`config.mk`:
```
export PLATFORM = sky130hd
export DESIGN_NAME = audio_ctrl_i2c_slave_rx
export DESIGN_NICKNAME = d
export VERILOG_FILES = /design/src/rtl/audio_ctrl_pkg.sv /design/src/rtl/pin_sync.sv /design/src/rtl/audio_ctrl_i2c_slave_rx.sv
export SDC_FILE = /design/constraint.sdc
export NUM_CORES = 1
export LEC_CHECK = 0
export BUFFER_PORTS_ARGS = -buffer_cell sky130_fd_sc_hd__buf_2
export CORE_MARGIN = 2
export CORE_UTILIZATION = 56
export DETAILED_ROUTE_END_ITERATION = 10
export PLACE_DENSITY_LB_ADDON = 0.15
export SYNTH_ARGS = -nofsm -noshare
export SYNTH_HDL_FRONTEND = slang
export SYNTH_HIERARCHICAL = 1
export SYNTH_SLANG_ARGS = --single-unit
```
`constraint.sdc`:
```
create_clock -name mclk -period 2.7 [get_ports mclk]
set_input_delay 0 -clock mclk [delete_from_list [all_inputs] [get_ports mclk]]
set_output_delay 0 -clock mclk [all_outputs]
set_load 0.05 [all_outputs]
```
`src/rtl/audio_ctrl_pkg.sv`:
```
// constants for the audio control two-wire slave receiver
package audio_ctrl_pkg;
	// chip address: upper six bits fixed, bit 1 follows the strap, bit 0 is the write direction
	localparam logic [5:0] ADDR_HI        = 6'h0c;
	localparam logic       ADDR_DIR_WRITE = 1'h0;
	localparam logic [3:0] BITS_PER_BYTE  = 4'h8;
	// leading bits of a data byte
	localparam int         FUNC_MSB       = 7;
	localparam logic [1:0] FUNC_MUTELOUD  = 2'h0;
	localparam logic [1:0] FUNC_INPUT     = 2'h1;
	localparam logic [1:0] FUNC_CHANNEL   = 2'h2;
	// field positions inside the mute/loudness byte
	localparam int         SMUTE_FAST_BIT = 0;
	localparam int         SMUTE_OFF_BIT  = 2;
	localparam int         LOUD_OFF_BIT   = 3;
	localparam int         LOUD_20DB_BIT  = 4;
	// volume field: bits 6:5 both set means mute
	localparam logic [1:0] VOL_MUTE_CODE  = 2'h3;
	// channel select codes (1x means both)
	localparam logic [1:0] CHAN_RIGHT     = 2'h0;
	localparam logic [1:0] CHAN_LEFT      = 2'h1;
	// reset values
	localparam logic [6:0] VOL_RESET      = 7'h7e;
	localparam logic [1:0] CHAN_RESET     = 2'h2;
	localparam logic [1:0] INPUT_RESET    = 2'h0;
	localparam logic       SMUTE_ON_RESET = 1'h0;
	localparam logic       SMUTE_FAST_RST = 1'h0;
	localparam logic       LOUD_ON_RESET  = 1'h0;
	localparam logic       LOUD_20_RESET  = 1'h0;
	// receiver states
	typedef enum logic [2:0] {
		ST_IDLE,
		ST_ADDR,
		ST_DATA,
		ST_ACK,
		ST_IGNORE
	} rx_state_type;
endpackage : audio_ctrl_pkg

```
`src/rtl/pin_sync.sv`:
```
// three-flop pin synchroniser with agreement filter
`timescale 1ns/1ps
`default_nettype none
module pin_sync #(
	parameter logic RESET_LEVEL = 1'h1
) (
	// clock and reset
	input  wire logic mclk,
	input  wire logic rst_n,
	// pin and filtered level
	input  wire logic pin,
	output var  logic level_r
);
	logic s1_r;
	logic s2_r;
	logic s3_r;
	logic level_nxt;

	// the filtered level moves only once stages two and three agree
	always_comb begin
		level_nxt = level_r;
		if (s2_r == s3_r) begin
			level_nxt = s3_r;
		end
	end

	// stage one feeds stage two and nothing else
	always_ff @(posedge mclk or negedge rst_n) begin
		if (!rst_n) begin
			s1_r    <= RESET_LEVEL;
			s2_r    <= RESET_LEVEL;
			s3_r    <= RESET_LEVEL;
			level_r <= RESET_LEVEL;
		end else begin
			s1_r    <= pin;
			s2_r    <= s1_r;
			s3_r    <= s2_r;
			level_r <= level_nxt;
		end
	end
endmodule : pin_sync
`default_nettype wire

```
`src/rtl/audio_ctrl_i2c_slave_rx.sv`:
```
// write-only two-wire slave receiver and function decoder of the audio control processor
//
// Overview of operation
// data changes only while clock low
// data falls, clock high: start
// data rises, clock high: stop
// eight bits per byte, msb first
// ninth clock pulse carries acknowledge
// master releases data during acknowledge
// addressed device pulls data low on ack
// missing acknowledge lets master stop
// master may skip checking the acknowledge
// start, address, data bytes, stop
// address direction bit must be zero
// address bit one follows strap pin
// master clocks at most 100 kbit/s
// leading bits select the function
// volume: 1 dB, 8 dB steps, mute
// soft mute and loudness controls
// input select: mute or three sources
// channel select steers later volume bytes
// ignore transfer on address mismatch
// acknowledge but ignore prefix 111
`timescale 1ns/1ps
`default_nettype none
module audio_ctrl_i2c_slave_rx (
	// clock and reset
	input  wire logic       mclk,
	input  wire logic       rst_n,
	// two-wire bus pins
	input  wire logic       scl,
	input  wire logic       sda_i,
	output var  logic       sda_o_r,
	output var  logic       sda_oe_r,
	// address strap, high when the pin is left open
	input  wire logic       addr_open,
	// volume settings per channel
	output var  logic [6:0] left_vol_r,
	output var  logic       left_mute_r,
	output var  logic [6:0] right_vol_r,
	output var  logic       right_mute_r,
	// mute, loudness, input and channel settings
	output var  logic       soft_mute_on_r,
	output var  logic       soft_mute_fast_r,
	output var  logic       loud_on_r,
	output var  logic       loud_20db_r,
	output var  logic [1:0] input_sel_r,
	output var  logic [1:0] chan_sel_r,
	// bus status
	output var  logic       addressed_r
);
	logic                       scl_f;
	logic                       sda_f;
	logic                       strap_f;
	logic                       scl_prev_r;
	logic                       sda_prev_r;
	logic                       scl_rise;
	logic                       scl_fall;
	logic                       start_det;
	logic                       stop_det;
	audio_ctrl_pkg::rx_state_type state_r;
	audio_ctrl_pkg::rx_state_type state_nxt;
	logic [7:0]                 shift_r;
	logic [7:0]                 shift_nxt;
	logic [3:0]                 cnt_r;
	logic [3:0]                 cnt_nxt;
	logic                       sda_oe_nxt;
	logic                       addressed_nxt;
	logic                       byte_done;
	logic                       addr_match;
	logic                       apply;
	logic [6:0]                 left_vol_nxt;
	logic [6:0]                 right_vol_nxt;
	logic                       left_mute_nxt;
	logic                       right_mute_nxt;
	logic                       soft_mute_on_nxt;
	logic                       soft_mute_fast_nxt;
	logic                       loud_on_nxt;
	logic                       loud_20db_nxt;
	logic [1:0]                 input_sel_nxt;
	logic [1:0]                 chan_sel_nxt;

	// both bus lines and the strap come from outside the clock domain
	pin_sync #(.RESET_LEVEL(1'h1)) u_scl_sync (
		.mclk    (mclk),
		.rst_n   (rst_n),
		.pin     (scl),
		.level_r (scl_f)
	);
	pin_sync #(.RESET_LEVEL(1'h1)) u_sda_sync (
		.mclk    (mclk),
		.rst_n   (rst_n),
		.pin     (sda_i),
		.level_r (sda_f)
	);
	pin_sync #(.RESET_LEVEL(1'h1)) u_strap_sync (
		.mclk    (mclk),
		.rst_n   (rst_n),
		.pin     (addr_open),
		.level_r (strap_f)
	);

	// edge and condition detection on the filtered levels
	assign scl_rise  = scl_f && !scl_prev_r;
	assign scl_fall  = !scl_f && scl_prev_r;
	// data moving while clock stays high is a start or stop, never data
	assign start_det = scl_f && scl_prev_r && sda_prev_r && !sda_f;
	assign stop_det  = scl_f && scl_prev_r && !sda_prev_r && sda_f;
	assign byte_done = (cnt_r == audio_ctrl_pkg::BITS_PER_BYTE);
	// strap open gives 0011001, grounded gives 0011000, direction must be write
	assign addr_match = (shift_r == {audio_ctrl_pkg::ADDR_HI, strap_f,
		audio_ctrl_pkg::ADDR_DIR_WRITE});
	assign apply = scl_fall && byte_done && (state_r == audio_ctrl_pkg::ST_DATA);

	// receive state machine
	always_comb begin
		state_nxt     = state_r;
		shift_nxt     = shift_r;
		cnt_nxt       = cnt_r;
		sda_oe_nxt    = sda_oe_r;
		addressed_nxt = addressed_r;
		if (stop_det) begin
			state_nxt     = audio_ctrl_pkg::ST_IDLE;
			sda_oe_nxt    = 1'h0;
			addressed_nxt = 1'h0;
		end else if (start_det) begin
			// a repeated start also lands here and restarts the address phase
			state_nxt     = audio_ctrl_pkg::ST_ADDR;
			cnt_nxt       = 4'h0;
			sda_oe_nxt    = 1'h0;
			addressed_nxt = 1'h0;
		end else begin
			case (state_r)
				audio_ctrl_pkg::ST_ADDR, audio_ctrl_pkg::ST_DATA: begin
					if (scl_rise && !byte_done) begin
						shift_nxt = {shift_r[6:0], sda_f};
						cnt_nxt   = cnt_r + 4'h1;
					end else if (scl_fall && byte_done) begin
						if (state_r == audio_ctrl_pkg::ST_DATA || addr_match) begin
							// drive low from this falling edge through the ninth pulse
							state_nxt     = audio_ctrl_pkg::ST_ACK;
							sda_oe_nxt    = 1'h1;
							addressed_nxt = 1'h1;
						end else begin
							state_nxt = audio_ctrl_pkg::ST_IGNORE;
						end
					end
				end
				audio_ctrl_pkg::ST_ACK: begin
					// release only after the ninth pulse falls, whether or not it was sampled
					if (scl_fall) begin
						state_nxt  = audio_ctrl_pkg::ST_DATA;
						sda_oe_nxt = 1'h0;
						cnt_nxt    = 4'h0;
					end
				end
				audio_ctrl_pkg::ST_IGNORE: begin
					sda_oe_nxt = 1'h0;
				end
				default: begin
					state_nxt  = audio_ctrl_pkg::ST_IDLE;
					sda_oe_nxt = 1'h0;
				end
			endcase
		end
	end

	always_ff @(posedge mclk or negedge rst_n) begin
		if (!rst_n) begin
			state_r     <= audio_ctrl_pkg::ST_IDLE;
			shift_r     <= 8'h00;
			cnt_r       <= 4'h0;
			sda_oe_r    <= 1'h0;
			sda_o_r     <= 1'h0;
			addressed_r <= 1'h0;
			scl_prev_r  <= 1'h1;
			sda_prev_r  <= 1'h1;
		end else begin
			state_r     <= state_nxt;
			shift_r     <= shift_nxt;
			cnt_r       <= cnt_nxt;
			sda_oe_r    <= sda_oe_nxt;
			sda_o_r     <= 1'h0; // only ever pulls low
			addressed_r <= addressed_nxt;
			scl_prev_r  <= scl_f;
			sda_prev_r  <= sda_f;
		end
	end

	// function decode, applied when the data byte is acknowledged
	always_comb begin
		left_vol_nxt       = left_vol_r;
		right_vol_nxt      = right_vol_r;
		soft_mute_on_nxt   = soft_mute_on_r;
		soft_mute_fast_nxt = soft_mute_fast_r;
		loud_on_nxt        = loud_on_r;
		loud_20db_nxt      = loud_20db_r;
		input_sel_nxt      = input_sel_r;
		chan_sel_nxt       = chan_sel_r;
		if (apply) begin
			if (!shift_r[audio_ctrl_pkg::FUNC_MSB]) begin
				// volume lands on the channel chosen by the last channel byte
				if (chan_sel_r != audio_ctrl_pkg::CHAN_RIGHT) begin
					left_vol_nxt = shift_r[6:0];
				end
				if (chan_sel_r != audio_ctrl_pkg::CHAN_LEFT) begin
					right_vol_nxt = shift_r[6:0];
				end
			end else begin
				case (shift_r[6:5])
					audio_ctrl_pkg::FUNC_MUTELOUD: begin
						soft_mute_on_nxt   = !shift_r[audio_ctrl_pkg::SMUTE_OFF_BIT];
						soft_mute_fast_nxt = shift_r[audio_ctrl_pkg::SMUTE_FAST_BIT];
						loud_on_nxt        = !shift_r[audio_ctrl_pkg::LOUD_OFF_BIT];
						loud_20db_nxt      = shift_r[audio_ctrl_pkg::LOUD_20DB_BIT];
					end
					audio_ctrl_pkg::FUNC_INPUT: begin
						input_sel_nxt = shift_r[1:0];
					end
					audio_ctrl_pkg::FUNC_CHANNEL: begin
						chan_sel_nxt = shift_r[1:0];
					end
					default: begin
						// prefix 111 has no function; the byte was still acknowledged
						chan_sel_nxt = chan_sel_r;
					end
				endcase
			end
		end
		// mute flag follows the new code so it lands in the same cycle as the volume
		left_mute_nxt  = (left_vol_nxt[6:5] == audio_ctrl_pkg::VOL_MUTE_CODE);
		right_mute_nxt = (right_vol_nxt[6:5] == audio_ctrl_pkg::VOL_MUTE_CODE);
	end

	always_ff @(posedge mclk or negedge rst_n) begin
		if (!rst_n) begin
			left_vol_r       <= audio_ctrl_pkg::VOL_RESET;
			right_vol_r      <= audio_ctrl_pkg::VOL_RESET;
			left_mute_r      <= 1'h1;
			right_mute_r     <= 1'h1;
			soft_mute_on_r   <= audio_ctrl_pkg::SMUTE_ON_RESET;
			soft_mute_fast_r <= audio_ctrl_pkg::SMUTE_FAST_RST;
			loud_on_r        <= audio_ctrl_pkg::LOUD_ON_RESET;
			loud_20db_r      <= audio_ctrl_pkg::LOUD_20_RESET;
			input_sel_r      <= audio_ctrl_pkg::INPUT_RESET;
			chan_sel_r       <= audio_ctrl_pkg::CHAN_RESET;
		end else begin
			left_vol_r       <= left_vol_nxt;
			right_vol_r      <= right_vol_nxt;
			left_mute_r      <= left_mute_nxt;
			right_mute_r     <= right_mute_nxt;
			soft_mute_on_r   <= soft_mute_on_nxt;
			soft_mute_fast_r <= soft_mute_fast_nxt;
			loud_on_r        <= loud_on_nxt;
			loud_20db_r      <= loud_20db_nxt;
			input_sel_r      <= input_sel_nxt;
			chan_sel_r       <= chan_sel_nxt;
		end
	end
endmodule : audio_ctrl_i2c_slave_rx
`default_nettype wire

```
==> impl_metrics.tcl <==
set metrics [dict create \
    start_kind "flip-flop" \
    synth_edf_count 0 \
    via_per_inst 5.598 \
    antennaDiodeCount 0 \
    place.port_buffers 30 \
    area_growth_pct 13.24 \
    clock_sinks 55 \
    overflow 0 \
    hold_path_depth 2 \
    rsz0062_at_grt "false" \
    post-cts-setup-buffers 0 \
    crit_path_max_fanout 8 \
    ctsLongestPathBuffers 2 \
    fin_setup_tns_ns 0 \
    drtIter0Drc 141 \
    finalHoldViolations 0 \
    skew_ns 0.01147 \
    syn-instance-count 191 \
    pwr-share-clk_pct 31.0 \
    holdBufCountCts 4 \
    routedWlPerCell_um 15.59 \
    seq_power_share_pct 62.0 \
    reg2reg_from "cnt_r[0]" \
    grt_pass1_wl_mm 7.624 \
    num_vias 1545 \
    dp_cells 264 \
    routed_wl_mm 4.302 \
    finalCritPeriodShare_pct 76.20 \
    synth_ff_type "dfstp_2" \
    dieArea_mm2 0.004792 \
    netSwitchingFraction_pct 24.54 \
    r2r_cells 6 \
    ys_seq_elements 55 \
    globalplace.congestion 0.8553 \
    tritoncts "built" \
    min_to "u_sda_sync/s1_r" \
    pin_count 32 \
    clock.fmax_mhz 486.0 \
    die_y_um 69.23 \
    num-nets-final 232 \
    reg2reg_slack_ns 0.64 \
    die_w_um 69.23 \
    worst_pin_slew_ns 1.062 \
    drv_cap 0 \
    slew_viol_final 0 \
    peakVddDrop_mv 0.3371 \
    rows 23 \
    p_leak_nw 1.300 \
    required_ns 2.89 \
    min_path_type "in2reg" \
    ant_nets 0 \
    ys_types 55 \
    status "completed" \
    grt_pass1_vias 1541 \
    min_period_ns 2.058 \
    synthArstFlopShare_pct 100.0 \
    reg2reg_to "left_vol_r[0]" \
    antenna_found_initial 0 \
    setup_viol 0 \
    clk_pin_slew_ns 0.09 \
    h-tree-depth 2 \
    criticalPathCategory "reg2reg" \
    cts.repair.resized 0 \
    arrival_ns 2.25 \
    crit_path_end_kind "flip-flop" \
    hpwlAfterDp_mm 3.016 \
    power.total_mw 1.494 \
    p_int_mw 1.128 \
    core_mm2 0.004058 \
    post-route-drc-count 0 \
    grt_start_max_net_pins 52 \
    ys_seq_area_share_pct 59.30 \
    finalNonFillerCells 276 \
    synth_nets 198 \
    synth_warnings 6 \
    combPwrFrac_pct 7.0 \
    power.switching_mw 0.3668 \
    relSlewSlack_pct 29.17 \
    power_density_mw_per_mm2 554.0 \
    dr.pass1.iters 4 \
    clk_latency_ns 0.30 \
    fillers 296 \
    hp-start "sda_i" \
    netlist_area_mm2 0.002382 \
    avgSynthCellArea_um2 12.47 \
    layout-drive-gt1-share_pct 41.59 \
    numCtsBuffers 5 \
    initial_utilization_pct 58.71 \
    cts-root-buf "clkbuf_8" \
    gr-usage-all-layers_pct 20.10 \
]
cells in the mapped netlist (all sizes together) (3+ instances only):
master / count / area (um^2)
a21oi: 4 / 20.02
buf: 7 / 40.03
dfrtp: 26 / 650.6
dfstp: 29 / 762.0
inv: 8 / 30.03
maj3: 3 / 33.78
mux2: 20 / 232.7
mux2i: 4 / 40.04
nand2: 30 / 112.6
nand2b: 4 / 25.02
nand3: 4 / 20.02
nor2: 3 / 11.26
nor2b: 3 / 18.77
logic make-up (layout without fill, tap and decap cells):
| kind of cell | Yosys count | in the layout | synth area share (%) |
|---|---|---|---|
| buffers and inverters | 17 | 52 | 3.256 |
| XOR/XNOR | 3 | 3 | 1.103 |
| adder cells (fa/ha/maj) | 5 | 5 | 2.468 |
| other | 1 | 1 | 0.1574 |
| flip-flops | 55 | 55 | 59.30 |
| AND/OR/NAND/NOR | 62 | 62 | 14.13 |
| multiplexers | 24 | 24 | 11.45 |
| AO/OA/AOI/OAI | 24 | 24 | 8.141 |
metal layers:
metal | part of all wire [%] | track usage [%] | vias up
li1 | - | - | 735
met1 | 47 | 28.39 | 758
met2 | 47 | 30.45 | 46
met3 | 4.9 | 5.378 | 6
met4 | 1.4 | 6.754 | 0
met5 | 0 | 0 | -
worst max-delay path: stages, from the launching register on:
cell,delay (ns)
dfrtp_1,0.42
inv_1,0.10
ha_1,0.14
and3b_1,0.28
and4b_1,0.28
o21a_1,0.36
mux2_2,0.38
state kept, by name, indices dropped and copies added (netlist names), 2 cells and up:
register     cells
shift_r          8
left_vol_r       7
right_vol_r      7
cnt_r            4
state_r          3
chan_sel_r       2
input_sel_r      2
cells in the final DEF (no fill, tap or decap), types with 2 or more instances in the layout:
cell / count
o21a_1: 2
nand2_1: 30
dlygate4sd3_1: 4
a21oi_1: 4
nand2b_1: 4
mux2i_1: 4
maj3_2: 3
mux2_2: 14
clkbuf_8: 6
dfrtp_1: 26
o31ai_1: 2
nand3_1: 4
inv_1: 8
buf_2: 30
nor2b_1: 3
dfstp_2: 29
xnor2_1: 2
buf_4: 2
mux2_1: 4
nand3b_1: 2
ha_1: 2
nor2_1: 3
mux2_4: 2
and3b_1: 2
cell type report:
cell class	count	area, um^2	area share (%)
clock inverter	1	8.758	0.3247
multi-input combinational	119	892.1	33.07
timing repair buffer	36	205.2	7.607
sequential	55	1413	52.37
inverter	8	30.03	1.113
tap	50	62.56	2.319
clock buffer	7	86.33	3.200
power by group through the flow:
stage | clock network [mW] | logic (mW) | registers, mW
2_1_floorplan | 0 | 0.0826 | 0.914
3_3_place_gp | 0 | 0.0958 | 0.936
3_5_place_dp | 0 | 0.102 | 0.941
4_1_cts | 0.475 | 0.107 | 0.927
5_1_grt | 0.518 | 0.119 | 0.935
6_report | 0.463 | 0.105 | 0.926
how the worst max path moves through the flow:
stage	startpoint	to	cells after the start
after floorplan	cnt_r[0]	loud_20db_r	8
after global placement	cnt_r[0]	left_vol_r[0]	6
after detailed placement	cnt_r[0]	left_vol_r[0]	6
after CTS	cnt_r[0]	left_vol_r[0]	6
after global routing	cnt_r[0]	left_vol_r[0]	6
final	cnt_r[0]	left_vol_r[0]	6
metrics by stage:
stage | hold WS (ns) | setup WS, ns | instance area (um^2) | util (%)
floorplan | -0.2956 | 0.8400 | 2382 | -
global placement | 0.1046 | 0.7374 | 2562 | 63.15
detailed placement | 0.1075 | 0.6487 | 2562 | 63.15
CTS | 0.3335 | 0.6417 | 2698 | 66.48
global route | 0.3210 | 0.5067 | 2698 | 66.48
finish | 0.3398 | 0.6425 | 2698 | 66.48
Note: power is estimated with default switching activity, not from simulation.
